===== config.mk =====
export PLATFORM = sky130hd
export DESIGN_NAME = power_mode_reset_sequencer
export DESIGN_NICKNAME = d
export VERILOG_FILES = /design/src/power_mode_reset_sequencer.v /design/src/watchdog_counter.v
export VERILOG_INCLUDE_DIRS = /design/src
export SDC_FILE = /design/constraint.sdc
export NUM_CORES = 1
export LEC_CHECK = 0
export CORE_MARGIN = 2
export CORE_UTILIZATION = 35
export DETAILED_ROUTE_END_ITERATION = 7
export DONT_BUFFER_PORTS = 1
export PLACE_DENSITY = 0.46
export SLEW_MARGIN = 20
export SYNTH_ARGS = -nofsm -noshare
export SYNTH_HDL_FRONTEND = slang
export SYNTH_SLANG_ARGS = --single-unit

===== constraint.sdc =====
create_clock -name ref_clk -period 3.1 [get_ports ref_clk]
set_clock_uncertainty 0.1 [all_clocks]
set_input_delay 0.465 -clock ref_clk [delete_from_list [all_inputs] [get_ports ref_clk]]
set_output_delay 0.465 -clock ref_clk [all_outputs]
set_load 0.005 [all_outputs]

===== src/pmrs_defs.vh =====
// Offsets, fields, reset values and timing constants of the power-mode and reset sequencer
// How it works
// - Active template bits enable each subsystem
// - Disabled subsystem has its clocks gated
// - CPU may halt itself; next wakeup restarts it
// - Wakeup forces active mode and CPU enable
// - Device starts in active mode after boot
// - Sleep exit waits 15 us resume interval
// - Hibernate keeps state and holds output pins
// - Hibernate exit by pin interrupt, under 100 us
// - Interrupts and pin or watchdog resets wake
// - Timewheel gives periodic wakeup interrupts
// - Boost switching clock has four settings
// - Slowest boost setting uses external crystal
// - Auto pulse on both crystal edges when low
// - Boost mode limited by chip power mode
// - Supply out of range forces a reset
// - Supply monitors can interrupt before reset
// - Reset pin low holds the device in reset
// - Unrefreshed watchdog generates a reset
// - Firmware can command a reset
// - System reset clears processor, peripherals, registers
// - Status records latest cause, cleared by power-on
// - Sleep supply interrupt served after wakeup sequence
// - A register bit disables software reset
// - Watchdog enable sticky until power-on reset
// - Sleep wakes only from pin, clock, timewheel, detector; the code also wakes it on a supply warning, under the detector enable bit
`ifndef PMRS_DEFS_VH
`define PMRS_DEFS_VH

// Register byte offsets
`define REG_MODE_CTRL    6'h00
`define REG_ACT_TPL      6'h04
`define REG_ALT_TPL      6'h08
`define REG_WAKE_EN      6'h0c
`define REG_CTW_PERIOD   6'h10
`define REG_BOOST_CFG    6'h14
`define REG_WDT_CTRL     6'h18
`define REG_WDT_KICK     6'h1c
`define REG_SW_RESET     6'h20
`define REG_RST_STATUS   6'h24
`define REG_MODE_STATUS  6'h28

// Mode request codes written to the mode control register
`define MODE_ACTIVE      2'h0
`define MODE_ALT         2'h1
`define MODE_SLEEP       2'h2
`define MODE_HIB         2'h3

// Reset values
`define ACT_TPL_RST      8'hff
`define ALT_TPL_RST      8'hfe
`define WAKE_EN_RST      4'hf
`define CTW_PERIOD_RST   16'h0000
`define BOOST_CFG_RST    4'h0
`define WDT_PERIOD_RST   16'hffff

// Field positions
`define SWR_REQ_BIT      0
`define SWR_DIS_BIT      1
`define WDT_EN_BIT       16
`define BOOST_STBY_BIT   2
`define BOOST_AUTO_BIT   3
`define BOOST_SEL_32K    2'h3

// Reset status bits
`define RST_EXT_BIT      0
`define RST_WDT_BIT      1
`define RST_SW_BIT       2
`define RST_SUPPLY_BIT   3
`define RST_WARN_BIT     4

// Timing
`define CLK_MHZ          10'h00a
`define SLEEP_RESUME_US  10'h00f
`define HIB_RESUME_US    10'h064
`define SLEEP_RESUME_CYC (`SLEEP_RESUME_US * `CLK_MHZ)
`define HIB_RESUME_CYC   (`HIB_RESUME_US * `CLK_MHZ - 10'h001)
`define SYSRST_CYC       5'h10
`define BUZZ_CYC         256
`define WDT_PRESCALE     256

`endif


===== src/power_mode_reset_sequencer.v =====
// Power-mode sequencer, reset collector and register slave
//
// The placing of the registers and the Avalon-MM register port are this design's own decisions.
`timescale 1ns/1ps
`default_nettype none
`include "pmrs_defs.vh"

module power_mode_reset_sequencer (
    // Clock, power-on reset, clock enable
    input  wire        ref_clk,
    input  wire        resetn,
    input  wire        ce,
    // Avalon-MM slave
    input  wire [5:0]  avs_address,
    input  wire        avs_read,
    input  wire        avs_write,
    input  wire [31:0] avs_writedata,
    output reg  [31:0] avs_readdata,
    output wire        avs_waitrequest,
    // Reset pin and wake sources
    input  wire        external_reset_pin_n,
    input  wire        pin_interrupt_unit,
    input  wire        rtcIrq,
    input  wire        low_voltage_detector,
    input  wire        periphIrq,
    // Supply monitors
    input  wire        supplyFault,
    input  wire        supplyWarn,
    // CPU
    input  wire        cpuHaltReq,
    // Boost
    input  wire        extLfClk,
    input  wire        boostBelowTarget,
    // Mode and gating outputs
    output reg  [2:0]  powerMode,
    output reg  [7:0]  subsysClkEn,
    output reg         retainHold,
    output reg         monitorEn,
    // Interrupt and reset outputs
    output reg         central_timewheel,
    output reg         supplyIrq,
    output reg         sysResetN,
    // Boost outputs
    output reg  [1:0]  boostFreqSel,
    output reg         boostUseXtal,
    output reg         boostStandby,
    output reg         boostPulse
);

    // Mode states
    localparam [2:0] ST_ACTIVE = 3'h0;
    localparam [2:0] ST_ALT    = 3'h1;
    localparam [2:0] ST_SLEEP  = 3'h2;
    localparam [2:0] ST_HIB    = 3'h3;
    localparam [2:0] ST_RESUME = 3'h4;

    reg  [2:0]  mode, next_mode;
    reg  [9:0]  resumeCnt, next_resumeCnt;
    reg  [7:0]  actTpl, altTpl, buzzCnt;
    reg  [3:0]  wakeEn, boostCfg;
    reg  [15:0] ctwPeriod, ctwCnt, wdtPeriod;
    reg  [4:0]  rstStatus, rstCnt;
    reg  [31:0] rdMux;
    reg         swRstDis, cpuOff, cpuForce, warnPend;
    reg         lfPrev, extPrev, ack, ctwTick;

    wire        wdtArmed, wdtBite, wrStrobe, extHeld, sysRst, swRstReq;
    wire        supplyRst, warnSeen, sleepWake, runWake, monOn;

    // Template gating with the CPU bit replaced by its live state
    function [7:0] gateTpl;
        input [7:0] tpl;
        input       cpu;
        begin
            gateTpl = {tpl[7:1], cpu};
        end
    endfunction

    // Bus handshake: one wait cycle, then the answer
    assign avs_waitrequest = (avs_read | avs_write) & ~(ack & ce);
    assign wrStrobe        = avs_write & ack;

    always @(posedge ref_clk or negedge resetn) begin
        if (!resetn) begin
            ack          <= 1'b0;
            avs_readdata <= 32'h00000000;
        end else if (ce) begin
            ack <= (avs_read | avs_write) & ~ack;
            if (avs_read && !ack)
                avs_readdata <= rdMux;
        end
    end

    // Read decode; unmapped offsets read zero
    always @* begin
        case (avs_address)
            `REG_MODE_CTRL:   rdMux = {29'h0, mode};
            `REG_ACT_TPL:     rdMux = {24'h0, actTpl};
            `REG_ALT_TPL:     rdMux = {24'h0, altTpl};
            `REG_WAKE_EN:     rdMux = {28'h0, wakeEn};
            `REG_CTW_PERIOD:  rdMux = {16'h0, ctwPeriod};
            `REG_BOOST_CFG:   rdMux = {28'h0, boostCfg};
            `REG_WDT_CTRL:    rdMux = {15'h0, wdtArmed, wdtPeriod};
            `REG_SW_RESET:    rdMux = {30'h0, swRstDis, 1'b0};
            `REG_RST_STATUS:  rdMux = {27'h0, rstStatus};
            `REG_MODE_STATUS: rdMux = {21'h0, subsysClkEn, powerMode};
            default:          rdMux = 32'h00000000;
        endcase
    end

    // Reset sources
    assign extHeld   = ~external_reset_pin_n;
    assign swRstReq  = wrStrobe && avs_address == `REG_SW_RESET
                       && avs_writedata[`SWR_REQ_BIT] && !swRstDis;
    assign monOn     = mode == ST_ACTIVE || mode == ST_ALT || mode == ST_RESUME
                       || (mode == ST_SLEEP && buzzCnt == 8'h00);
    assign supplyRst = monOn & supplyFault;
    assign warnSeen  = monOn & supplyWarn;
    assign sysRst    = extHeld | (rstCnt != 5'h00);

    // Reset pulse stretcher; a new cause restarts it
    always @(posedge ref_clk or negedge resetn) begin
        if (!resetn) begin
            rstCnt    <= 5'h00;
            sysResetN <= 1'b0;
        end else if (ce) begin
            if (wdtBite || swRstReq || supplyRst)
                rstCnt <= `SYSRST_CYC;
            else if (rstCnt != 5'h00)
                rstCnt <= rstCnt - 5'h01;
            sysResetN <= ~(extHeld | wdtBite | swRstReq | supplyRst
                           | (rstCnt > 5'h01));
        end
    end

    // Latest cause, one bit each, survives system reset
    always @(posedge ref_clk or negedge resetn) begin
        if (!resetn) begin
            rstStatus <= 5'h00;
            extPrev   <= 1'b0;
        end else if (ce) begin
            extPrev <= extHeld;
            if (extHeld && !extPrev)
                rstStatus <= 5'h01 << `RST_EXT_BIT;
            else if (wdtBite)
                rstStatus <= 5'h01 << `RST_WDT_BIT;
            else if (swRstReq)
                rstStatus <= 5'h01 << `RST_SW_BIT;
            else if (supplyRst)
                rstStatus <= 5'h01 << `RST_SUPPLY_BIT;
            else if (warnSeen && !warnPend)
                rstStatus <= 5'h01 << `RST_WARN_BIT;
        end
    end

    // Firmware-written configuration, cleared by any system reset
    always @(posedge ref_clk or negedge resetn) begin
        if (!resetn) begin
            actTpl    <= `ACT_TPL_RST;
            altTpl    <= `ALT_TPL_RST;
            wakeEn    <= `WAKE_EN_RST;
            ctwPeriod <= `CTW_PERIOD_RST;
            boostCfg  <= `BOOST_CFG_RST;
            wdtPeriod <= `WDT_PERIOD_RST;
            swRstDis  <= 1'b0;
        end else if (ce) begin
            if (sysRst) begin
                actTpl    <= `ACT_TPL_RST;
                altTpl    <= `ALT_TPL_RST;
                wakeEn    <= `WAKE_EN_RST;
                ctwPeriod <= `CTW_PERIOD_RST;
                boostCfg  <= `BOOST_CFG_RST;
                wdtPeriod <= `WDT_PERIOD_RST;
                swRstDis  <= 1'b0;
            end else if (wrStrobe) begin
                case (avs_address)
                    `REG_ACT_TPL:    actTpl    <= avs_writedata[7:0];
                    `REG_ALT_TPL:    altTpl    <= avs_writedata[7:0];
                    `REG_WAKE_EN:    wakeEn    <= avs_writedata[3:0];
                    `REG_CTW_PERIOD: ctwPeriod <= avs_writedata[15:0];
                    `REG_BOOST_CFG:  boostCfg  <= avs_writedata[3:0];
                    `REG_WDT_CTRL:   wdtPeriod <= avs_writedata[15:0];
                    `REG_SW_RESET:   swRstDis  <= avs_writedata[`SWR_DIS_BIT];
                    default:         swRstDis  <= swRstDis;
                endcase
            end
        end
    end

    // Watchdog; firmware should not arm it before low-power entry
    watchdog_counter u_wdt (
        .ref_clk (ref_clk),
        .resetn  (resetn),
        .ce      (ce),
        .armReq  (wrStrobe && avs_address == `REG_WDT_CTRL
                  && avs_writedata[`WDT_EN_BIT]),
        .kick    (sysRst || (wrStrobe && avs_address == `REG_WDT_KICK)),
        .period  (wdtPeriod),
        .armed   (wdtArmed),
        .bite    (wdtBite)
    );

    // Timewheel and sleep buzz timers; both stop in hibernate
    always @(posedge ref_clk or negedge resetn) begin
        if (!resetn) begin
            ctwCnt  <= 16'h0000;
            ctwTick <= 1'b0;
            buzzCnt <= 8'h00;
        end else if (ce) begin
            ctwTick <= 1'b0;
            if (sysRst || mode == ST_HIB || ctwPeriod == 16'h0000) begin
                ctwCnt <= 16'h0000;
            end else if (ctwCnt >= ctwPeriod) begin
                ctwCnt  <= 16'h0000;
                ctwTick <= 1'b1;
            end else begin
                ctwCnt <= ctwCnt + 16'h0001;
            end
            if (mode == ST_SLEEP)
                buzzCnt <= buzzCnt + 8'h01;
            else
                buzzCnt <= 8'h00;
        end
    end

    // Wake qualification per mode
    assign sleepWake = |(wakeEn & {low_voltage_detector | warnSeen, ctwTick,
                                   rtcIrq, pin_interrupt_unit});
    assign runWake   = periphIrq | warnSeen | ctwTick | pin_interrupt_unit
                       | rtcIrq | low_voltage_detector;

    // Mode transitions
    always @* begin
        next_mode      = mode;
        next_resumeCnt = resumeCnt;
        case (mode)
            ST_ACTIVE, ST_ALT: begin
                if (mode == ST_ALT && runWake) begin
                    next_mode = ST_ACTIVE;
                end else if (wrStrobe && avs_address == `REG_MODE_CTRL) begin
                    case (avs_writedata[1:0])
                        `MODE_ALT:   next_mode = ST_ALT;
                        `MODE_SLEEP: next_mode = ST_SLEEP;
                        `MODE_HIB:   next_mode = ST_HIB;
                        default:     next_mode = ST_ACTIVE;
                    endcase
                end
            end
            ST_SLEEP: begin
                if (sleepWake) begin
                    next_mode      = ST_RESUME;
                    next_resumeCnt = `SLEEP_RESUME_CYC;
                end
            end
            ST_HIB: begin
                if (pin_interrupt_unit) begin
                    next_mode      = ST_RESUME;
                    next_resumeCnt = `HIB_RESUME_CYC;
                end
            end
            ST_RESUME: begin
                next_resumeCnt = resumeCnt - 10'h001;
                if (resumeCnt <= 10'h001)
                    next_mode = ST_ACTIVE;
            end
            default: begin
                next_mode = ST_ACTIVE;
            end
        endcase
    end

    // Mode state; resets return the device to active
    always @(posedge ref_clk or negedge resetn) begin
        if (!resetn) begin
            mode      <= ST_ACTIVE;
            resumeCnt <= 10'h000;
        end else if (ce) begin
            if (sysRst) begin
                mode      <= ST_ACTIVE;
                resumeCnt <= 10'h000;
            end else begin
                mode      <= next_mode;
                resumeCnt <= next_resumeCnt;
            end
        end
    end

    // CPU self-halt and forced enable; a wake in the same cycle wins
    always @(posedge ref_clk or negedge resetn) begin
        if (!resetn) begin
            cpuOff   <= 1'b0;
            cpuForce <= 1'b0;
        end else if (ce) begin
            if (sysRst) begin
                cpuOff   <= 1'b0;
                cpuForce <= 1'b0;
            end else if ((mode == ST_RESUME && next_mode == ST_ACTIVE)
                         || ((mode == ST_ACTIVE || mode == ST_ALT) && runWake)) begin
                cpuOff   <= 1'b0;
                cpuForce <= 1'b1;
            end else begin
                if (cpuHaltReq && (mode == ST_ACTIVE || mode == ST_ALT))
                    cpuOff <= 1'b1;
                if (wrStrobe && avs_address == `REG_ACT_TPL)
                    cpuForce <= 1'b0;
            end
        end
    end

    // Supply warning raised during sleep waits until active
    always @(posedge ref_clk or negedge resetn) begin
        if (!resetn) begin
            warnPend  <= 1'b0;
            supplyIrq <= 1'b0;
        end else if (ce) begin
            if (sysRst)
                warnPend <= 1'b0;
            else if (warnSeen)
                warnPend <= 1'b1;
            else if (wrStrobe && avs_address == `REG_RST_STATUS)
                warnPend <= 1'b0;
            supplyIrq <= warnPend && !sysRst
                         && (mode == ST_ACTIVE || mode == ST_ALT);
        end
    end

    // Registered mode, gating and boost outputs
    always @(posedge ref_clk or negedge resetn) begin
        if (!resetn) begin
            powerMode         <= ST_ACTIVE;
            subsysClkEn       <= 8'h00;
            retainHold        <= 1'b0;
            monitorEn         <= 1'b0;
            central_timewheel <= 1'b0;
            boostFreqSel      <= 2'h0;
            boostUseXtal      <= 1'b0;
            boostStandby      <= 1'b0;
            boostPulse        <= 1'b0;
            lfPrev            <= 1'b0;
        end else if (ce) begin
            powerMode         <= mode;
            retainHold        <= mode == ST_HIB;
            monitorEn         <= monOn;
            central_timewheel <= ctwTick;
            lfPrev            <= extLfClk;
            if (sysRst)
                subsysClkEn <= 8'h00;
            else if (mode == ST_ACTIVE)
                subsysClkEn <= gateTpl(actTpl, (actTpl[0] | cpuForce) & ~cpuOff);
            else if (mode == ST_ALT)
                subsysClkEn <= gateTpl(altTpl, (altTpl[0] | cpuForce) & ~cpuOff);
            else
                subsysClkEn <= 8'h00;
            boostFreqSel <= boostCfg[1:0];
            boostUseXtal <= boostCfg[1:0] == `BOOST_SEL_32K;
            boostStandby <= boostCfg[`BOOST_STBY_BIT] && mode != ST_HIB;
            boostPulse   <= boostCfg[`BOOST_STBY_BIT] && boostCfg[`BOOST_AUTO_BIT]
                            && mode != ST_HIB && boostBelowTarget
                            && (extLfClk != lfPrev);
        end
    end

endmodule // power_mode_reset_sequencer
`default_nettype wire


===== src/watchdog_counter.v =====
// Watchdog counter with sticky enable and firmware refresh
`timescale 1ns/1ps
`default_nettype none
`include "pmrs_defs.vh"

module watchdog_counter (
    // Clock, reset, enable
    input  wire        ref_clk,
    input  wire        resetn,
    input  wire        ce,
    // Control
    input  wire        armReq,
    input  wire        kick,
    input  wire [15:0] period,
    // Status
    output reg         armed,
    output reg         bite
);

    localparam [31:0] PRE_LAST = `WDT_PRESCALE - 32'h1;

    reg [7:0]  preCnt;
    reg [15:0] ticks;

    // Enable survives system reset; only power-on clears it
    always @(posedge ref_clk or negedge resetn) begin
        if (!resetn) begin
            armed  <= 1'b0;
            preCnt <= 8'h00;
            ticks  <= 16'h0000;
            bite   <= 1'b0;
        end else if (ce) begin
            bite <= 1'b0;
            if (armReq)
                armed <= 1'b1;
            if (!armed || kick) begin
                preCnt <= 8'h00;
                ticks  <= 16'h0000;
            end else begin
                preCnt <= preCnt + 8'h01;
                if (preCnt == PRE_LAST[7:0]) begin
                    if (ticks >= period) begin
                        bite  <= 1'b1;
                        ticks <= 16'h0000;
                    end else begin
                        ticks <= ticks + 16'h0001;
                    end
                end
            end
        end
    end

endmodule // watchdog_counter
`default_nettype wire


==> results of run 1 <==
-- how the worst max path moves through the flow --
stage	end	slack, ns
floorplan	u_wdt.ticks[11]$_DFFE_PN0P_	0.70
global placement	wdtPeriod[15]$_DFFE_PN1P_	0.16
detailed placement	wdtPeriod[8]$_DFFE_PN1P_	0.15
CTS	wdtPeriod[15]$_DFFE_PN1P_	0.12
global route	ctwCnt[13]$_DFFE_PN0P_	0.08
finish	ctwCnt[13]$_DFFE_PN0P_	0.29
-- metal layers --
layer  track usage [%]  vias up  wire, µm
met2             33.68      166     13950
met1             26.68     3816     13090
li1                  -     3758         -
met4             4.786        0       350
met3             5.241       21      1690
met5                 0        -         0
-- stage by stage --
stage	hold slack, ns	cell area (µm²)	instances	power [mW]
after global routing	-0.4081	10890	1423	5.875
final	-0.3793	10890	1423	5.583
after detailed placement	0.07844	10290	1391	3.396
after CTS	-0.3907	10890	1423	5.660
after global placement	0.07863	10290	1391	3.393
after floorplan	0.06941	9931	1048	3.129
-- sequential cells by signal, indices dropped and copies added, names as in the netlist, 5 cells and up --
signal        count
altTpl            8
actTpl            8
ctwCnt           16
u_wdt.ticks      16
rstStatus         5
u_wdt.preCnt      8
rstCnt            5
wdtPeriod        16
resumeCnt        10
buzzCnt           8
avs_readdata     17
subsysClkEn       8
ctwPeriod        16
-- power groups by stage --
| stage | sequential, mW | combinational, mW | clock [mW] |
|---|---|---|---|
| 6_report | 2.54 | 0.805 | 2.24 |
| 5_1_grt | 2.56 | 0.916 | 2.40 |
| 4_1_cts | 2.54 | 0.813 | 2.30 |
| 3_5_place_dp | 2.58 | 0.811 | 0 |
| 3_3_place_gp | 2.59 | 0.808 | 0 |
| 2_1_floorplan | 2.53 | 0.601 | 0 |
-- cells by family after synthesis --
logic type,after synthesis
compound gates,301
buf+inv,115
xor+xnor,16
fa+ha+maj,41
other cells,1
simple gates,350
flops,175
mux,35
-- final cells by class --
cell class              instances  area, µm²
multi-input cells             758       4990
clock inverters                10      125.1
clock buffers                  22      474.2
flip-flops and latches        175       4423
well taps                     378      473.0
inverters                      51      191.4
repair buffers                 29      217.7
fillers                      2825      16890
-- layout by cell type, fill, tap and decap left out, drive strengths merged, types with 11 or more instances in the layout --
cell type / n
dfrtp: 140
nor2: 91
nand2: 88
o21ai: 74
a21oi: 58
inv: 53
ha: 41
dfstp: 35
nor3: 31
buf: 29
nand3: 28
clkbuf: 22
o22a: 21
mux2i: 20
nor2b: 18
a22o: 18
a21o: 18
and3: 17
mux2: 15
o2bb2ai: 15
conb: 15
o31ai: 15
a31oi: 13
nor3b: 12
nand4: 11
-- worst max-delay path, delay by kind of cell, from the launching register on --
kind | cells | cell delay, ns
flip-flops | 1 | 0.41
buffers and inverters | 1 | 0.08
adder cells (fa/ha/maj) | 1 | 0.31
AO/OA/AOI/OAI | 5 | 1.43
AND/OR/NAND/NOR | 1 | 0.35
==> impl_results.rst, run 1 <==
.. list-table::
   :header-rows: 1

   * - Metric
     - Value
   * - Most numerous cell in the Yosys netlist
     - sky130_fd_sc_hd__dfrtp_1
   * - Cell count after synthesis
     - 1034
   * - Number of flops mapped to enable cells by yosys
     - 0
   * - Remaining global-route overflow
     - 0
   * - Max Clock Freq
     - 356.3 MHz
   * - Stage delay of the slowest cell on the critical path
     - 0.41 ns
   * - Core area
     - 27780 µm²
   * - Final worst slack
     - 0.2937 ns
   * - Setup repair after global routing missed its margin
     - false
   * - LEAKAGE
     - 4.801 nW
   * - Area leader, netlist
     - sky130_fd_sc_hd__dfrtp_1
   * - Fraction of the yosys area taken by sequential cells
     - 44.78%
   * - Critical Path RT
     - 3.31 ns
   * - Type of the worst setup path
     - flop to flop
   * - Worst max-slew margin expressed relative to the limit
     - 46.48%
   * - Element type at the critical path end
     - flop
   * - Via Count
     - 7761
   * - Final Max Tran Viols
     - 0
   * - Part of the total power dissipated in sequential elements
     - 45.5%
   * - Number of optimization iterations in the first detailed-route pass
     - 5
   * - Multiplexer share of the synthesized area
     - 3.737%
   * - Gp weighted congestion
     - 0.8121
   * - Post-place setup slack
     - 0.1467 ns
   * - Violations in the final reports
     - negative hold slack
   * - Half-perimeter wire length after detailed placement
     - 20810 µm
   * - TritonCTS clock tree
     - built
   * - Launch point of the worst reg-to-reg path
     - ctwPeriod[9]$_DFFE_PN0P_
   * - Minimum clock period after layout
     - 2.806 ns
   * - Critical R2R Capture
     - ctwCnt[13]$_DFFE_PN0P_
   * - DRC violation total after the first TritonRoute iteration
     - 438
   * - Setup violators final
     - 0
   * - Pin count of the biggest net entering global routing
     - 176
   * - Total length of routed wires
     - 29080 µm
   * - Post-CTS Resized
     - 0
   * - Die Y
     - 172 µm
   * - Final period utilization
     - 90.53%
   * - Worst hold slack
     - -0.3793 ns
   * - Number of cells on the worst reg-to-reg path
     - 8
   * - Final core utilization
     - 39.21%
   * - Buffer type at the clock tree root
     - sky130_fd_sc_hd__clkbuf_16
   * - HP Class
     - input pin to async pin
   * - Final Hold Violating Endpoints
     - 175
   * - Net switching power of the design
     - 1.612 mW
   * - Full die area
     - 29580 µm²
   * - Post-Syn Area
     - 9878 µm²
   * - Combinational family with the most area after synthesis
     - compound AO/OA/AOI/OAI gates
   * - Compound-cell area share of the yosys netlist
     - 21.06%
   * - Initial standard-cell utilization of the core
     - 35.56%
   * - Area fraction in and, or, nand and nor cells after synthesis
     - 18.47%
   * - Cell row count
     - 61
   * - Run status
     - complete, but fails checks
   * - Clk Latency, worst-skew pair
     - 0.43 ns
   * - Fraction of post-synthesis cell area in the top cell type by area
     - 35.47%
   * - Arrival time worst endpoint
     - 3.02 ns
   * - Most frequent cells after synthesis
     - 140 x sky130_fd_sc_hd__dfrtp_1, 89 x sky130_fd_sc_hd__nor2_1, 87 x sky130_fd_sc_hd__nand2_1
   * - Remaining number of nets flagged by the antenna check after routing
     - 0
   * - Synthesized-area fraction occupied by xor and xnor cells
     - 1.419%
   * - Number of violations of the max-capacitance limit
     - 0
   * - Count of different cell masters after synthesis
     - 86
   * - Main flop type after synthesis
     - sky130_fd_sc_hd__dfrtp_1
   * - Clk buf depth
     - 2
   * - Reg2Reg Setup Slack
     - 0.29 ns
   * - Antenna violations before repair
     - 1
   * - Residual DRC count
     - 0
   * - Switching share of total power
     - 28.87%
   * - Average vias per placed instance
     - 5.454
   * - Vias in the first global route
     - 7774
   * - Proportion of synthesized flip-flops having asynchronous set or reset
     - 100.0%
   * - Critical Path, Cell by Cell
     - inv_1, ha_1, a211oi_1, o21bai_1, a2111oi_0, a21oi_1, or2_1, o41ai_1
   * - Internal cell power
     - 3.971 mW
   * - Combinational share of power
     - 14.4%
   * - CP Launch Point
     - ctwPeriod[9]$_DFFE_PN0P_
   * - Synth area leaders
     - sky130_fd_sc_hd__dfrtp_1 35%, sky130_fd_sc_hd__dfstp_2 9.3%, sky130_fd_sc_hd__ha_1 5.2%, sky130_fd_sc_hd__o21ai_0 3.6%, sky130_fd_sc_hd__nor2_1 3.4%
   * - Largest vdd supply drop
     - 328.4 µV
   * - Clock H-tree levels
     - 4
   * - Actual slew at the worst max-slew pin
     - 0.7974 ns
   * - Maximum fanout along the worst path
     - 6
   * - Syn. warnings
     - 0
   * - First-pass GRT wire length
     - 45760 µm
   * - Ports placed on the boundary
     - 107
   * - Adder-cell share of the synthesized area
     - 5.193%
   * - Total number of nets in the final design
     - 1126
   * - Global Route Usage Sum
     - 20.34%
   * - CTS Sinks
     - 175
   * - Crit-path slowest cell
     - sky130_fd_sc_hd__dfrtp_1
   * - Clock edge transition at the registers on the reported setup and hold paths
     - 0.07 ns
   * - Number of buffers created by CTS
     - 17
   * - Power per unit of standard cell area
     - 512.5 nW/µm²
   * - Layout overhead on the synthesized area
     - 10.29%
   * - Average routed wire per standard cell
     - 20.44 µm
   * - Mean area per synthesized cell
     - 9.553 µm²
   * - Clk network pwr share
     - 40.0%
   * - CP Launch Type
     - flop
   * - Number of post-CTS setup repair buffers
     - 0
   * - Setup TNS after final layout
     - 0 ns
   * - Post-synthesis register bit count
     - 175
   * - Count of input and output buffers
     - 0
   * - Number of diodes added for antenna fixing
     - 0
   * - Die span in x
     - 172 µm
   * - Layout cell share with drive strength beyond 1
     - 13.11%
(Power assumes the default switching activity.)
==> run 2, diff against run 1 <==
--- a/config.mk
+++ b/config.mk
@@ -8,6 +8,7 @@
 export LEC_CHECK = 0
 export CORE_MARGIN = 2
 export CORE_UTILIZATION = 35
+export CTS_BUF_LIST = sky130_fd_sc_hd__clkbuf_8
 export DETAILED_ROUTE_END_ITERATION = 7
 export DONT_BUFFER_PORTS = 1
 export PLACE_DENSITY = 0.46
==> impl_results.rst, run 2 (synthesized netlist as in run 1, its figures left out) <==
.. list-table::
   :header-rows: 1

   * - Metric
     - Value
   * - Run status
     - complete, but fails checks (unchanged)
   * - Violations in the final reports
     - negative hold slack (unchanged)
   * - Flip-flop count of the largest register after layout
     - 17 (unchanged)
   * - Ports placed on the boundary
     - 107 (unchanged)
   * - Post-CTS Resized
     - 0 (unchanged)
   * - TritonCTS clock tree
     - built (unchanged)
   * - Switching share of total power
     - 30.96% (was 28.87%)
   * - Clk Latency, worst-skew pair
     - 0.47 ns (was 0.43 ns)
   * - Clock H-tree levels
     - 4 (unchanged)
   * - Clk buf depth
     - 2 (unchanged)
   * - Number of cells on the worst reg-to-reg path
     - 8 (unchanged)
   * - DRC violation total after the first TritonRoute iteration
     - 456 (was 438)
   * - Final Max Tran Viols
     - 0 (unchanged)
   * - Minimum clock period after layout
     - 2.809 ns (was 2.806 ns)
   * - Commonest non-fill, non-tap cells in the layout
     - 140 x sky130_fd_sc_hd__dfrtp_1, 88 x sky130_fd_sc_hd__nor2_1, 87 x sky130_fd_sc_hd__nand2_1 (unchanged)
   * - Stage delay of the slowest cell on the critical path
     - 0.42 ns (was 0.41 ns)
   * - Global Route Usage Sum
     - 20.54% (was 20.34%)
   * - Gp weighted congestion
     - 0.8121 (unchanged)
   * - Antenna violations before repair
     - 1 (unchanged)
   * - Setup TNS after final layout
     - 0 ns (unchanged)
   * - Actual slew at the worst max-slew pin
     - 0.8006 ns (was 0.7974 ns)
   * - Part of the total power dissipated in sequential elements
     - 50.1% (was 45.5%)
   * - Average vias per placed instance
     - 5.485 (was 5.454)
   * - Largest vdd supply drop
     - 253.3 µV (was 328.4 µV)
   * - Internal cell power
     - 3.500 mW (was 3.971 mW)
   * - Arrival time worst endpoint
     - 3.06 ns (was 3.02 ns)
   * - Critical Path, Cell by Cell
     - inv_1, ha_1, a211oi_1, o21bai_1, a2111oi_0, a21oi_1, or2_1, o41ai_1 (unchanged)
   * - Power per unit of standard cell area
     - 468.9 nW/µm² (was 512.5 nW/µm²)
   * - Largest register by flop count
     - avs_readdata (unchanged)
   * - Buffer type at the clock tree root
     - sky130_fd_sc_hd__clkbuf_8 (was sky130_fd_sc_hd__clkbuf_16)
   * - Final Hold Violating Endpoints
     - 175 (unchanged)
   * - Number of violations of the max-capacitance limit
     - 0 (unchanged)
   * - Cell row count
     - 61 (unchanged)
   * - Setup repair after global routing missed its margin
     - false (unchanged)
   * - Max Clock Freq
     - 356.1 MHz (was 356.3 MHz)
   * - Worst max-slew margin expressed relative to the limit
     - 46.27% (was 46.48%)
   * - Vias in the first global route
     - 7852 (was 7774)
   * - Number of diodes added for antenna fixing
     - 0 (unchanged)
   * - Remaining number of nets flagged by the antenna check after routing
     - 0 (unchanged)
   * - CP Launch Type
     - flop (unchanged)
   * - Die Y
     - 172 µm (unchanged)
   * - Average routed wire per standard cell
     - 20.64 µm (was 20.44 µm)
   * - Maximum fanout along the worst path
     - 6 (unchanged)
   * - Core area
     - 27780 µm² (unchanged)
   * - Number of buffers created by CTS
     - 17 (unchanged)
   * - Most common cell after layout, fill and taps aside
     - sky130_fd_sc_hd__dfrtp_1 (unchanged)
   * - Total number of nets in the final design
     - 1137 (was 1126)
   * - Count of input and output buffers
     - 0 (unchanged)
   * - Clk network pwr share
     - 33.7% (was 40.0%)
   * - Initial standard-cell utilization of the core
     - 35.56% (unchanged)
   * - Pin count of the biggest net entering global routing
     - 176 (unchanged)
   * - Layout overhead on the synthesized area
     - 9.462% (was 10.29%)
   * - Residual DRC count
     - 0 (unchanged)
   * - Via Count
     - 7866 (was 7761)
   * - Worst hold slack
     - -0.4266 ns (was -0.3793 ns)
   * - LEAKAGE
     - 4.768 nW (was 4.801 nW)
   * - HP Class
     - input pin to async pin (unchanged)
   * - Layout cell share with drive strength beyond 1
     - 12.97% (was 13.11%)
   * - Final period utilization
     - 90.60% (was 90.53%)
   * - Number of optimization iterations in the first detailed-route pass
     - 5 (unchanged)
   * - Setup violators final
     - 0 (unchanged)
   * - Critical Path RT
     - 3.35 ns (was 3.31 ns)
   * - Total length of routed wires
     - 29600 µm (was 29080 µm)
   * - Clock edge transition at the registers on the reported setup and hold paths
     - 0.10 ns (was 0.07 ns)
   * - Combinational share of power
     - 16.2% (was 14.4%)
   * - Half-perimeter wire length after detailed placement
     - 20810 µm (unchanged)
   * - CTS Sinks
     - 175 (unchanged)
   * - First-pass GRT wire length
     - 46170 µm (was 45760 µm)
   * - Element type at the critical path end
     - flop (unchanged)
   * - Tot Pwr
     - 5.070 mW (was 5.583 mW)
   * - Die span in x
     - 172 µm (unchanged)
   * - Crit-path slowest cell
     - sky130_fd_sc_hd__dfrtp_1 (unchanged)
   * - Remaining global-route overflow
     - 0 (unchanged)
   * - Net switching power of the design
     - 1.570 mW (was 1.612 mW)
   * - Type of the worst setup path
     - flop to flop (unchanged)
   * - Full die area
     - 29580 µm² (unchanged)
## run 2: worst paths after layout
| kind | startpoint | to | slack [ns] |
|---|---|---|---|
| worst max register to register | ctwPeriod[9]$_DFFE_PN0P_ | ctwCnt[13]$_DFFE_PN0P_ | 0.29 |
| worst max-delay path | ctwPeriod[9]$_DFFE_PN0P_ | ctwCnt[13]$_DFFE_PN0P_ | 0.29 |
| worst min register to register | rstStatus[1]$_DFFE_PN0P_ | rstStatus[1]$_DFFE_PN0P_ | 0.40 |
| max in group asynchronous | resetn | extPrev$_DFFE_PN0P_ | 3.01 |
| min in group ref_clk | avs_writedata[9] | ctwPeriod[9]$_DFFE_PN0P_ | 0.02 |
| worst min-delay path | resetn | u_wdt.ticks[11]$_DFFE_PN0P_ | -0.43 |
## run 2: final cells by class
cell class / count / area (µm²)
clock buffer: 20 / 275.3
inverter: 51 / 191.4
sequential: 175 / 4423
tap: 378 / 473.0
fill: 2852 / 16970
multi-input combinational: 758 / 4990
timing repair buffer: 40 / 327.8
clock inverter: 12 / 132.6
## run 2: per-stage QoR
stage | util [%] | instance area [µm²] | setup slack (ns) | hold slack, ns | cells
after global routing | 38.92 | 10810 | 0.06261 | -0.4634 | 1434
after CTS | 38.77 | 10770 | 0.08581 | -0.4437 | 1430
final | 38.92 | 10810 | 0.2915 | -0.4266 | 1434
after detailed placement | 37.05 | 10290 | 0.1467 | 0.07844 | 1391
after global placement | 37.05 | 10290 | 0.1623 | 0.07863 | 1391
after floorplan | - | 9931 | 0.6998 | 0.06941 | 1048
## run 2: power by group through the flow
stage	clock, mW	combinational, mW	sequential, mW
final	1.71	0.824	2.54
after global routing	1.84	0.932	2.56
after CTS	1.76	0.823	2.54
after detailed placement	0	0.811	2.58
after global placement	0	0.808	2.59
after floorplan	0	0.601	2.53
## run 2: metal layers
| layer | vias to the layer above | global-route usage (%) | routed length [µm] | share of wire [%] |
|---|---|---|---|---|
| met2 | 163 | 34.08 | 14170 | 48 |
| met1 | 3902 | 27.04 | 13370 | 45 |
| met5 | - | 0 | 0 | 0 |
| met3 | 20 | 5.356 | 1707 | 5.8 |
| met4 | 0 | 4.348 | 348 | 1.2 |
| li1 | 3781 | - | - | - |
## run 2: critical path: cells and delay by family, from the launching register on
family / cells / cell delay [ns]
flip-flops: 1 / 0.42
AND/OR/NAND/NOR: 1 / 0.35
buffers and inverters: 1 / 0.08
AO/OA/AOI/OAI: 5 / 1.42
adder cells (fa/ha/maj): 1 / 0.31
## run 2: timing repair
item	in CTS	in global routing
setup buffers	0	0
hold buffers	7	4
endpoints found under the hold margin	193	179
